## config.mk

```make
export PLATFORM = sky130hd
export DESIGN_NAME = gdb_bank
export DESIGN_NICKNAME = d
export VERILOG_FILES = /design/src/hw/gdb_bank.v /design/src/hw/gdb_pin_cell.v
export VERILOG_INCLUDE_DIRS = /design/src /design/src/shared
export SDC_FILE = /design/constraint.sdc
export NUM_CORES = 1
export LEC_CHECK = 0
export BUFFER_PORTS_ARGS = -buffer_cell sky130_fd_sc_hd__buf_4
export CAP_MARGIN = 40
export CORE_UTILIZATION = 30
export CTS_CLUSTER_DIAMETER = 150
export DETAILED_ROUTE_END_ITERATION = 6
export HOLD_SLACK_MARGIN = 0.12
export MAX_ROUTING_LAYER = met4
export PLACE_DENSITY = 0.47
export SYNTH_ARGS = -nofsm -noshare
export SYNTH_HDL_FRONTEND = slang
export SYNTH_SLANG_ARGS = --single-unit
export TNS_END_PERCENT = 1
```

## constraint.sdc

```tcl
create_clock -name pclk -period 3.5 [get_ports pclk]
set_input_delay 0 -clock pclk [delete_from_list [all_inputs] [get_ports pclk]]
set_output_delay 0 -clock pclk [all_outputs]
set_load 0.05 [all_outputs]
```

## src/shared/gdb_consts.vh

```
`ifndef GDB_CONSTS_VH
`define GDB_CONSTS_VH

// Register indices; the byte address on the bus is four times the index
`define GDB_IDX_BANK_1 10'h04B
`define GDB_IDX_BANK_2 10'h04C
`define GDB_IDX_BANK_3 10'h04D
`define GDB_IDX_BANK_4 10'h04E
`define GDB_IDX_BANK_5 10'h04F
`define GDB_IDX_BANK_6 10'h050
// Per-pin configuration registers, one per pin, pin n at index base + n
`define GDB_IDX_CFG_BASE 10'h000
`define GDB_IDX_CFG_LAST 10'h02F

// Configuration field positions
`define GDB_CFG_DIR_BIT 0
`define GDB_CFG_INV_BIT 1
`define GDB_CFG_OD_BIT 7

// Reset values: pins come up as non-inverted inputs, data bits clear
`define GDB_CFG_RESET 8'h01
`define GDB_DATA_RESET 48'h000000000000

// Implemented data bit positions, bank 1 in the low byte
`define GDB_VALID_MASK 48'h03FF0FFFF7FF

`define GDB_NUM_PINS 48
`define GDB_NUM_BANKS 6

`endif

```

## src/hw/gdb_bank.v

```verilog
// What this block does
// - Each pin owns one data bit and one eight-bit configuration register.
// - Data bits are packed eight to a register, each pin at a fixed bit.
// - Reading an input pin's data bit returns the level now sampled on the pin.
// - An output pin drives the value last written to its data bit.
// - An access latches the bit: sampled input on reading an input pin, written value on writing an output pin.
// - Six data registers sit at consecutive indices 4B to 50.
// - Config bit 0 is direction, 1 input; bit 1 inverts the pin value.
// - Config bit 7 picks open drain (1) or push-pull (0) for outputs.
// - Writing the data bit of an input pin changes neither pin nor readback.
//
// The APB slave port was left to the implementer.
`timescale 1ns/1ps
`default_nettype none
`include "gdb_consts.vh"

module gdb_bank #(
    parameter NUM_PINS = `GDB_NUM_PINS
) (
    input wire pclk,
    input wire presetn,
    input wire psel,
    input wire penable,
    input wire pwrite,
    input wire [11:0] paddr,
    input wire [31:0] pwdata,
    output reg [31:0] prdata,
    output reg pready,
    output reg pslverr,
    input wire [47:0] pin_in,
    output wire [47:0] pin_out,
    output wire [47:0] pin_oe
);

    localparam [47:0] VALID_MASK = `GDB_VALID_MASK;

    ////////////////////////////////////////////////////////////////////////////////
    // Storage

    // One data bit and one configuration byte per position, reserved ones included
    reg [47:0] data_reg;
    reg [47:0] data_next;
    reg [7:0] cfg_reg [0:47];
    wire [47:0] in_level;
    wire [47:0] cfg_dir;
    wire [47:0] cfg_inv;
    wire [47:0] cfg_od;

    ////////////////////////////////////////////////////////////////////////////////
    // Address decode

    // Byte address to word index; the two low address bits must be zero
    wire [9:0] idx;
    wire aligned;
    wire hit_data;
    wire hit_cfg;
    wire [9:0] bank_off;
    wire [2:0] bank_sel;
    wire [5:0] cfg_sel;
    wire access_prep;
    wire access_done;

    assign idx = paddr[11:2];
    assign aligned = (paddr[1:0] == 2'h0);
    assign hit_data = aligned && (idx >= `GDB_IDX_BANK_1) && (idx <= `GDB_IDX_BANK_6);
    assign hit_cfg = aligned && (idx >= `GDB_IDX_CFG_BASE) && (idx <= `GDB_IDX_CFG_LAST);
    // The data registers have consecutive indices, so the bank number is the
    // index less the first one; hit_data keeps every other index out of it.
    assign bank_off = idx - `GDB_IDX_BANK_1;
    assign bank_sel = bank_off[2:0];
    assign cfg_sel = idx[5:0];

    // One wait state: pready rises at the first access edge, the transfer ends at the next
    assign access_prep = psel && penable && !pready;
    assign access_done = psel && penable && pready;

    ////////////////////////////////////////////////////////////////////////////////
    // Transfer strobes

    // A read acts at the first access edge and a write at the completion edge, so
    // the byte software reads is the very level latched into the data bit.
    // Holding the write back one cycle costs nothing, as the wait state is fixed.
    wire rd_strobe;
    wire wr_strobe;
    wire map_err;
    wire cfg_valid;
    wire wr_cfg;

    assign rd_strobe = access_prep && !pwrite;
    assign wr_strobe = access_done && pwrite;
    assign map_err = !(hit_data || hit_cfg);
    // Reserved positions keep no configuration, so writes to them fall away
    assign cfg_valid = hit_cfg && VALID_MASK[cfg_sel];
    assign wr_cfg = wr_strobe && cfg_valid;

    ////////////////////////////////////////////////////////////////////////////////
    // Per-pin configuration fields

    // Config bits 2 to 6 are stored and read back but steer nothing
    genvar g;
    generate
        for (g = 0; g < 48; g = g + 1) begin : g_pin
            assign cfg_dir[g] = cfg_reg[g][`GDB_CFG_DIR_BIT];
            assign cfg_inv[g] = cfg_reg[g][`GDB_CFG_INV_BIT];
            assign cfg_od[g] = cfg_reg[g][`GDB_CFG_OD_BIT];

            // Reserved positions get a cell too; VALID keeps it from ever driving
            gdb_pin_cell #(
                .VALID(VALID_MASK[g])
            ) u_cell (
                .pclk(pclk),
                .presetn(presetn),
                .pin_in(pin_in[g]),
                .data_bit(data_reg[g]),
                .cfg_dir(cfg_dir[g]),
                .cfg_inv(cfg_inv[g]),
                .cfg_od(cfg_od[g]),
                .in_level(in_level[g]),
                .pin_out(pin_out[g]),
                .pin_oe(pin_oe[g])
            );
        end
    endgenerate

    ////////////////////////////////////////////////////////////////////////////////
    // Live view of the data bits: inputs show the pin, outputs the stored bit

    // Input bits come through the pin synchroniser, three to four clocks late;
    // a pulse caught by fewer than two consecutive clock edges is never seen by software.
    reg [47:0] live_bits;
    integer p;

    always @* begin
        live_bits = 48'h000000000000;
        for (p = 0; p < NUM_PINS; p = p + 1) begin
            if (!VALID_MASK[p]) begin
                live_bits[p] = 1'b0;
            end else if (cfg_dir[p]) begin
                live_bits[p] = in_level[p];
            end else begin
                live_bits[p] = data_reg[p];
            end
        end
    end

    ////////////////////////////////////////////////////////////////////////////////
    // Read data selection

    // Only the low byte of a word carries data; the upper bytes always read zero
    reg [7:0] bank_read;
    reg [7:0] rd_byte;

    always @* begin
        case (bank_sel)
            3'h0: bank_read = live_bits[7:0];
            3'h1: bank_read = live_bits[15:8];
            3'h2: bank_read = live_bits[23:16];
            3'h3: bank_read = live_bits[31:24];
            3'h4: bank_read = live_bits[39:32];
            3'h5: bank_read = live_bits[47:40];
            default: bank_read = 8'h00;
        endcase
    end

    always @* begin
        rd_byte = 8'h00;
        if (hit_data) begin
            rd_byte = bank_read;
        end else if (hit_cfg) begin
            if (VALID_MASK[cfg_sel]) begin
                rd_byte = cfg_reg[cfg_sel];
            end else begin
                // Configuration of a reserved position is not implemented
                rd_byte = 8'h00;
            end
        end
    end

    ////////////////////////////////////////////////////////////////////////////////
    // Data bit next state

    // Bytes of the selected bank only; bank numbers past five match no register
    reg [47:0] bank_mask;
    reg [47:0] wr_bits;

    always @* begin
        bank_mask = 48'h000000000000;
        wr_bits = 48'h000000000000;
        case (bank_sel)
            3'h0: begin
                bank_mask[7:0] = 8'hFF;
                wr_bits[7:0] = pwdata[7:0];
            end
            3'h1: begin
                bank_mask[15:8] = 8'hFF;
                wr_bits[15:8] = pwdata[7:0];
            end
            3'h2: begin
                bank_mask[23:16] = 8'hFF;
                wr_bits[23:16] = pwdata[7:0];
            end
            3'h3: begin
                bank_mask[31:24] = 8'hFF;
                wr_bits[31:24] = pwdata[7:0];
            end
            3'h4: begin
                bank_mask[39:32] = 8'hFF;
                wr_bits[39:32] = pwdata[7:0];
            end
            3'h5: begin
                bank_mask[47:40] = 8'hFF;
                wr_bits[47:40] = pwdata[7:0];
            end
            default: begin
                bank_mask = 48'h000000000000;
                wr_bits = 48'h000000000000;
            end
        endcase
    end

    // The data bit of an input pin keeps the level latched by its last read, so
    // turning the pin into an output drives that level until software writes.
    integer q;

    always @* begin
        data_next = data_reg;
        for (q = 0; q < NUM_PINS; q = q + 1) begin
            if (hit_data && bank_mask[q] && VALID_MASK[q]) begin
                if (cfg_dir[q]) begin
                    // Read latches the sampled level; a write leaves it alone
                    if (rd_strobe) begin
                        data_next[q] = in_level[q];
                    end
                end else if (wr_strobe) begin
                    data_next[q] = wr_bits[q];
                end
            end
        end
    end

    // Writes to input pins are dropped above, so the pin and readback stay put
    always @(posedge pclk or negedge presetn) begin
        if (!presetn) begin
            data_reg <= `GDB_DATA_RESET;
        end else begin
            data_reg <= data_next;
        end
    end

    ////////////////////////////////////////////////////////////////////////////////
    // Configuration registers

    // All positions reset as non-inverted inputs so that no pin is driven
    // before software has chosen a direction for it.
    integer c;

    always @(posedge pclk or negedge presetn) begin
        if (!presetn) begin
            for (c = 0; c < 48; c = c + 1) begin
                cfg_reg[c] <= `GDB_CFG_RESET;
            end
        end else if (wr_cfg) begin
            cfg_reg[cfg_sel] <= pwdata[7:0];
        end
    end

    ////////////////////////////////////////////////////////////////////////////////
    // APB answer

    // Exactly one wait state on every transfer; pready, pslverr and prdata each
    // stand for one cycle, and an error answer carries zero read data.
    always @(posedge pclk or negedge presetn) begin
        if (!presetn) begin
            pready <= 1'b0;
            pslverr <= 1'b0;
        end else if (access_prep) begin
            pready <= 1'b1;
            pslverr <= map_err;
        end else begin
            pready <= 1'b0;
            pslverr <= 1'b0;
        end
    end

    // Read data is captured at the first access edge so the value seen by
    // software equals the value latched into the data bit in the same cycle.
    always @(posedge pclk or negedge presetn) begin
        if (!presetn) begin
            prdata <= 32'h00000000;
        end else if (rd_strobe) begin
            prdata <= {24'h000000, rd_byte};
        end else begin
            prdata <= 32'h00000000;
        end
    end

endmodule

`default_nettype wire

```

## src/hw/gdb_pin_cell.v

```verilog
`timescale 1ns/1ps
`default_nettype none

module gdb_pin_cell #(
    parameter VALID = 1
) (
    input wire pclk,
    input wire presetn,
    input wire pin_in,
    input wire data_bit,
    input wire cfg_dir,
    input wire cfg_inv,
    input wire cfg_od,
    output wire in_level,
    output reg pin_out,
    output reg pin_oe
);

    reg sync1_reg;
    reg sync2_reg;
    reg sync3_reg;
    reg stable_reg;
    wire drive;

    ////////////////////////////////////////////////////////////////////////////////
    // Pin input: three stages, a change is accepted once stages two and three agree
    always @(posedge pclk or negedge presetn) begin
        if (!presetn) begin
            sync1_reg <= 1'b0;
            sync2_reg <= 1'b0;
            sync3_reg <= 1'b0;
            stable_reg <= 1'b0;
        end else begin
            sync1_reg <= pin_in;
            sync2_reg <= sync1_reg;
            sync3_reg <= sync2_reg;
            if (sync2_reg == sync3_reg) begin
                stable_reg <= sync3_reg;
            end
        end
    end

    assign in_level = stable_reg ^ cfg_inv;

    ////////////////////////////////////////////////////////////////////////////////
    // Pin output
    assign drive = data_bit ^ cfg_inv;

    always @(posedge pclk or negedge presetn) begin
        if (!presetn) begin
            pin_out <= 1'b0;
            pin_oe <= 1'b0;
        end else if (VALID == 0 || cfg_dir) begin
            // Inputs and unimplemented positions never drive
            pin_out <= 1'b0;
            pin_oe <= 1'b0;
        end else if (cfg_od) begin
            // Open drain only pulls low; a high level comes from the board
            pin_out <= 1'b0;
            pin_oe <= ~drive;
        end else begin
            pin_out <= drive;
            pin_oe <= 1'b1;
        end
    end

endmodule

`default_nettype wire

```

==> results.md, run 1 <==
- Power Density: 512 nW/um^2
- Ys async rst share: 100%
- GR Overflow Total: 0
- Critical path cell sequence: dlygate4sd3_1 -> buf_4 -> inv_2 -> ha_1 -> buf_4 -> nor2_1 -> buf_4 -> o21ai_0 -> a21oi_1 -> nor4_1 -> o22ai_1 -> dlygate4sd3_1
- Design Power: 17.5 mW
- Die W: 311 um
- Clk_lat worst skew: 0.63 ns
- Per-cell routed wire length: 22.5 um
- Post-synth EDFFs: 0
- Fin nets: 2427
- Number of remaining DRC errors: 0
- Top post-synthesis cells by area: dfrtp_1 (53%), mux2_2 (13%), dfstp_2 (4.4%)
- Core Rows: 112
- Worst vdd ir: 0.285 mV
- Max reg flops: 240
- Period minus WS final: 3.03 ns
- TritonCTS clock tree: done
- Max Clock Skew: 0.0248 ns
- Worst endpoint required time: 4.01 ns
- Most frequent CP cell: buf_4
- Commonest register cell after synthesis: dfrtp_1
- Area Growth Syn to Fin: 19.5%
- Setup TNS: 0 ns
- Yosys cell types: 63
- CTS resizes: 0
- Cts bufs inserted: 75
- Yosys warning count: 0
- DP HPWL: 54.9 mm
- Top cell type by total area after synthesis: dfrtp_1
- Commonest non-fill, non-tap cell in the layout: dfrtp_1
- Register area share after synthesis: 57.4%
- Initial antenna violation count: 6
- Most frequent cells in the layout: dfrtp_1 (605), mux2_2 (327), buf_4 (227)
- Htree depth: 3
- Crit start category: input pin
- Area occupied by multi-input gates: 10600 um^2
- #FFs+latches synth: 653
- IO Port Bufs: 145
- Core Box Area: 93900 um^2
- Via/cell ratio: 4.82
- Final wirelength: 82.0 mm
- Count of TritonRoute iterations in the first routing pass: 5
- Clock-pin slew on the worst setup and hold paths: 0.06 ns
- FILL cells: 9062
- Largest net degree at the start of global routing: 125
- First-pass GRT wire length: 122 mm
- Leak pwr: 15.7 nW
- Share of the synthesized area in the top cell type: 52.9%
- Die Span Y: 311 um
- Maximum buffer depth of the clock tree: 3
- Status: finished clean
- Layout cell share with drive strength beyond 1: 34.7%
- Drt initial violations: 1252
- Max Cap Viol: 0
- CP max stage cell: dlygate4sd3_1
- Final Max Slew Viols: 0
- Clock Tree Root: clkbuf_16
- Hold Buf Count CTS: 93
- Routed Antenna Nets: 0
- Postcts setup bufs: 0
- Mapped Cells: 2217
- Number of vias in the routed layout: 17564
- Hold Crit Class: in2reg
- Reg2reg path depth: 6
- Vias in the first global route: 18330
- Max-slew headroom: 45.0%
- Least-Margin Pin Slew: 0.824 ns
- Final setup viols: 0
- Hold WS: 0.180 ns
- Gr usage total: 17.5%
- Top Ports: 227
- Post-Syn Area per Cell: 12.9 um^2
- Slowest stage delay, CP: 0.58 ns
- CP Class: in2reg
- Worst-path maximum fanout: 36
- Num Clock Sinks: 653
- Die area: 96600 um^2
- Unrepaired setup endpoints after global routing: no
- Part of the cycle the worst path needs: 86.5%
- Finished Layout Cells: 3644
- Placed cells: 3412
- Initial core utilization: 30.5%
- WHS Path Cells: 5
- Register area: 16400 um^2
- Placer Congestion: 0.859
- Mapped cell area: 28600 um^2
- Crit path DAT: 3.54 ns
- Final hold viol count: 0
- Crit. End Element: register
- Fmax: 0.330 GHz
==> worst max-delay path: cells and delay by family <==
kind | cells | cell delay, ns
AND/OR/NAND/NOR | 2 | 0.61
buffers and inverters | 6 | 2.13
adder cells (fa/ha/maj) | 1 | 0.42
AO/OA/AOI/OAI | 3 | 0.35
==> metal layers <==
metal | routed length (um) | track usage [%] | part of all wire [%] | vias to the layer above
li1 | - | - | - | 7819
met1 | 38500 | 24.2 | 47 | 9092
met2 | 36700 | 25.8 | 45 | 515
met3 | 4660 | 3.64 | 5.7 | 138
met4 | 2160 | 5.05 | 2.6 | 0
met5 | 0 | - | 0 | -
==> synth_stat cells, types with 3 or more instances <==
library cell	instances
nor2_1	41
nand2b_1	14
inv_1	6
mux2_1	3
and3_1	4
a22o_1	5
nand3_2	4
nand3b_1	11
nand4_1	3
buf_4	120
a21oi_1	92
o21ai_0	77
buf_2	17
nor4_1	13
nor3_1	9
o221ai_1	3
nand3_1	27
or2_2	3
dfrtp_1	605
o211ai_1	11
clkbuf_1	182
a211oi_1	7
mux2i_1	114
nand2_2	18
o22ai_1	13
mux2_2	327
o32ai_1	4
mux4_2	47
maj3_1	37
dfstp_2	48
nor4_4	4
xnor2_1	27
a22oi_1	27
xor2_1	47
a41oi_1	10
nor3b_1	40
nand2_1	143
buf_1	20
nor2b_1	4
==> where the power goes <==
| part | switching, mW | leakage (nW) | internal, mW | total (mW) |
|---|---|---|---|---|
| logic | 0.675 | 5.93 | 0.310 | 0.985 |
| registers | 0.0690 | 8.41 | 7.66 | 7.73 |
| clock network | 3.29 | 1.35 | 5.48 | 8.77 |
| total | 4.03 | 15.7 | 13.5 | 17.5 |
==> kinds of logic (layout without fill, tap and decap cells) <==
kind of cell / Yosys count / in the layout / share of synthesized area, %
mux: 491 / 491 / 20.7
fa+ha+maj: 39 / 39 / 1.38
flops: 653 / 653 / 57.4
other cells: 1 / 49 / 0.0131
simple gates: 351 / 351 / 6.59
xor+xnor: 74 / 74 / 2.27
buf+inv: 346 / 471 / 6.19
compound gates: 262 / 262 / 5.52
==> path summary, 6_finish.rpt <==
check                                     startpoint                         end  slack, ns
min reg2reg                g_pin[6].u_cell.sync1_reg   g_pin[6].u_cell.sync2_reg       0.34
max                                         paddr[4]                   prdata[4]       0.47
min in group asynchronous                    presetn                 cfg_dir[35]       0.58
max reg2reg                                   pready                   prdata[4]       0.80
min                                           pwrite                   prdata[6]       0.18
max in group asynchronous                    presetn  g_pin[2].u_cell.stable_reg       2.19
==> through the flow <==
stage | worst slack [ns] | cell area [um^2] | util (%)
4_1_cts | 0.526 | 34200 | 36.4
5_1_grt | 0.374 | 34200 | 36.4
3_5_place_dp | 0.674 | 30400 | 32.4
6_report | 0.471 | 34200 | 36.4
3_3_place_gp | 0.666 | 30400 | 32.4
2_1_floorplan | 0.980 | 28800 | -
==> cell type report <==
cell class / count / area share [%]
Antenna cell: 3 / 0.0220
Clock buffer: 95 / 6.18
Clock inverter: 41 / 1.94
Inverter: 7 / 0.0769
Multi-Input combinational cell: 1263 / 31.0
Sequential cell: 653 / 48.0
Tap cell: 1254 / 4.59
Timing Repair Buffer: 328 / 8.19
No activity file was read; power rests on OpenSTA's default activity.
==> run 2: changes to the inputs <==
- ABC_AREA: default -> 1
==> run 2 against run 1 <==
  * Final area grew 0.50%
  * Cell count grew 30%
  * Sequential power is essentially flat
  * Register-to-register slack gained 0.43 ns
  * Synthesized cell count grew 50%
  * Non-clock buffer count shrank 16
  * Critical path depth grew 1
  * Clock-buffer cell count grew 22
  * Die area grew 1.6%
  * Critical endpoint is now data_reg[33]
==> results.md, run 2 <==
- Bufs and invs on worst path: 4 (-2)
- Status: finished clean
- Drt initial violations: 1735 (+39%)
- Final wirelength: 90.8 mm (+11%)
- Post-Syn Area per Cell: 8.74 um^2 (-32%)
- Clk network pwr share: 49.2% (-0.9 points)
- Max Clock Skew: 0.0191 ns (-0.00563 ns)
- Placed inst area: 30700 um^2 (+0.95%)
- Reg2reg path depth: 8 (+2)
- Least-Margin Pin Slew: 0.856 ns (+0.0318 ns)
- Worst setup margin: 0.972 ns (+0.501 ns)
- Maximum buffer depth of the clock tree: 3 (unchanged)
- Design Power: 17.2 mW (-1.7%)
- Final Max Slew Viols: 0 (unchanged)
- Mapped Cells: 3324 (+50%)
- Share of the synthesized area in the top cell type: 52.1% (-0.84 points)
- Number of remaining DRC errors: 0 (unchanged)
- Net Sw Frac: 23.7% (+0.68 points)
- Place WS: 0.624 ns (-0.0506 ns)
- Top-count cell post-synth: nand2_1
- Crit path DAT: 3.04 ns (-0.50 ns)
- Gr usage total: 19.2% (+1.8 points)
- Crit. End Element: register
- Area Growth Syn to Fin: 18.2%
- Top post-synthesis cells by area: dfrtp_1 (52%), nand2_1 (16%), o21ai_1 (4.8%)
- Unrepaired setup endpoints after global routing: no
- Die area: 98100 um^2 (+1.6%)
- Max-slew headroom: 42.7% (-2.3 points)
- Worst-path maximum fanout: 17 (-53%)
- Hold Crit Class: in2async
- First-pass GRT wire length: 138 mm (+13%)
- DP HPWL: 60.9 mm (+11%)
- Clk_lat worst skew: 0.64 ns (about the same)
- Die W: 313 um (+0.80%)
- Post-synth EDFFs: 0 (unchanged)
- Slowest stage delay, CP: 0.63 ns (+0.05 ns)
- Number of vias in the routed layout: 21915 (+25%)
- Power share of the sequential group: 45.0% (+0.8 points)
- Part of the cycle the worst path needs: 72.2% (-14 points)
- CTS resizes: 0 (unchanged)
- GR Overflow Total: 0 (unchanged)
- Cts bufs inserted: 76 (+1.3%)
- Mapped cell area: 29100 um^2 (+1.6%)
- Ys async rst share: 100% (unchanged)
- Routed Antenna Nets: 0 (unchanged)
- Register area share after synthesis: 56.4% (-0.91 points)
- TritonCTS clock tree: done
- Hold WS: 0.150 ns (-0.0307 ns)
- Placed cells: 4487 (+32%)
- Per-cell routed wire length: 19.2 um (-15%)
- Max reg flops: 240 (unchanged)
- Clock Tree Root: clkbuf_16
- Worst vdd ir: 0.288 mV (+0.92%)
- CP max stage cell: nor2_2
- Comb pwr share: 5.8% (+0.2 points)
- R2R Path End: data_reg[24]
- Critical path cell sequence: dlygate4sd3_1 -> buf_4 -> inv_1 -> nand2_1 -> nor2_2 -> buf_4 -> nand2_1 -> nand2_1 -> nand3_2 -> nor2_2 -> o211ai_1 -> nand2_1 -> o21ai_0
- Power Density: 501 nW/um^2 (-2.1%)
- Initial core utilization: 30.4% (about the same)
- Crit path max-delay family: simple AND/OR/NAND/NOR gates
- Int Pwr: 13.1 mW (-2.5%)
- Core Box Area: 95400 um^2 (+1.6%)
- CP Depth: 13 (+1)
- Htree depth: 3 (unchanged)
- Yosys cell types: 40 (-37%)
- Most frequent CP cell: nand2_1
- Vias in the first global route: 21223 (+16%)
- Post-Route Utilization: 36.0% (-0.41 points)
- Top Ports: 227 (unchanged)
- Top cell type by total area after synthesis: dfrtp_1
- Commonest register cell after synthesis: dfrtp_1
- Clock-pin slew on the worst setup and hold paths: 0.06 ns (about the same)
- Finished Layout Cells: 4721 (+30%)
- Placer Congestion: 0.877 (+2.1%)
- Commonest non-fill, non-tap cell in the layout: nand2_1
- Layout cell share with drive strength beyond 1: 13.4% (-21 points)
- Fin nets: 3490 (+44%)
- Final hold viol count: 0 (unchanged)
- Final setup viols: 0 (unchanged)
- IO Port Bufs: 145 (unchanged)
- Post-synth top cells: nand2_1 (1209), dfrtp_1 (605), o21ai_1 (279)
- Largest net degree at the start of global routing: 98 (-22%)
- Die Span Y: 313 um (+0.80%)
- Worst endpoint required time: 4.01 ns (about the same)
- Register-to-register setup slack: 1.23 ns (+0.43 ns)
- Setup TNS: 0 ns (unchanged)
- Period minus WS final: 2.53 ns (-0.501 ns)
- CP Class: in2reg
- #FFs+latches synth: 653 (unchanged)
- Max Cap Viol: 0 (unchanged)
- Psw: 4.08 mW (+1.3%)
- Post-route cell area: 34400 um^2 (+0.50%)
- Fmax: 0.396 GHz (+20%)
- Via/cell ratio: 4.64 (-3.7%)
- Count of TritonRoute iterations in the first routing pass: 5 (unchanged)
- Postcts setup bufs: 0 (unchanged)
- Worst R2R Start: pready
- Crit start category: input pin
- Leak pwr: 15.6 nW (-0.39%)
- Core Rows: 113 (+0.89%)
- Num Clock Sinks: 653 (unchanged)
- Most frequent cells in the layout: nand2_1 (1209), dfrtp_1 (605), o21ai_1 (279)
- Yosys warning count: 0 (unchanged)
- Initial antenna violation count: 0 (-6)
[run 2: cell count changes in the layout (fill, tap and decap cells not counted), moves of 73 or more]
cell | previous run | this run
inv_1 | 6 | 115
mux2_2 | 327 | 0
mux2i_1 | 114 | 0
nand2_1 | 143 | 1209
nand3_1 | 27 | 100
o21ai_1 | 0 | 279
[run 2: timing repair]
action,in CTS,in global routing
setup endpoints to repair,0,0
hold endpoints to repair,661,0
hold buffers,91,0
[run 2: kinds of logic after synthesis]
kind of cell	share of synthesized area [%]
buffers and inverters	8.26
adders and majority gates	1.36
DFF	56.4
and+or+nand+nor	22.7
AOI/OAI and AO/OA	9.96
xor gates and xnor gates	1.27
other	0.0129
[run 2: power groups by stage]
| stage | logic (mW) | registers (mW) | clock network [mW] |
|---|---|---|---|
| floorplan | 0.451 | 7.85 | 0 |
| global placement | 0.913 | 7.87 | 0 |
| detailed placement | 0.916 | 7.88 | 0 |
| CTS | 1.00 | 7.74 | 8.66 |
| global route | 1.07 | 7.75 | 8.96 |
| finish | 0.993 | 7.74 | 8.46 |
[run 2: metal layers]
metal | up-vias | GRT usage, % | wire length (um)
met4 | 0 | 5.35 | 2160
met2 | 617 | 27.9 | 39500
met5 | - | - | 0
li1 | 10631 | - | -
met3 | 128 | 3.16 | 5440
met1 | 10539 | 27.6 | 43700
[run 2: area by class of cell]
| class | count | area (um^2) |
|---|---|---|
| Clock inverter | 25 | 354 |
| Tap cell | 1265 | 1580 |
| Timing Repair Buffer | 312 | 2790 |
| Multi-Input combinational cell | 2226 | 10400 |
| Antenna cell | 1 | 2.50 |
| Clock buffer | 117 | 2330 |
| Inverter | 122 | 459 |
| Sequential cell | 653 | 16400 |
| Fill cell | 9788 | 61100 |
[run 2: how the worst max path moves through the flow]
stage	startpoint	to	slack [ns]
final	paddr[7]	data_reg[33]	0.97
after global routing	paddr[7]	data_reg[36]	0.79
after CTS	paddr[7]	data_reg[33]	1.03
after detailed placement	paddr[3]	data_reg[33]	0.62
after global placement	paddr[3]	data_reg[39]	0.66
after floorplan	pready	cfg_reg[262]	1.53
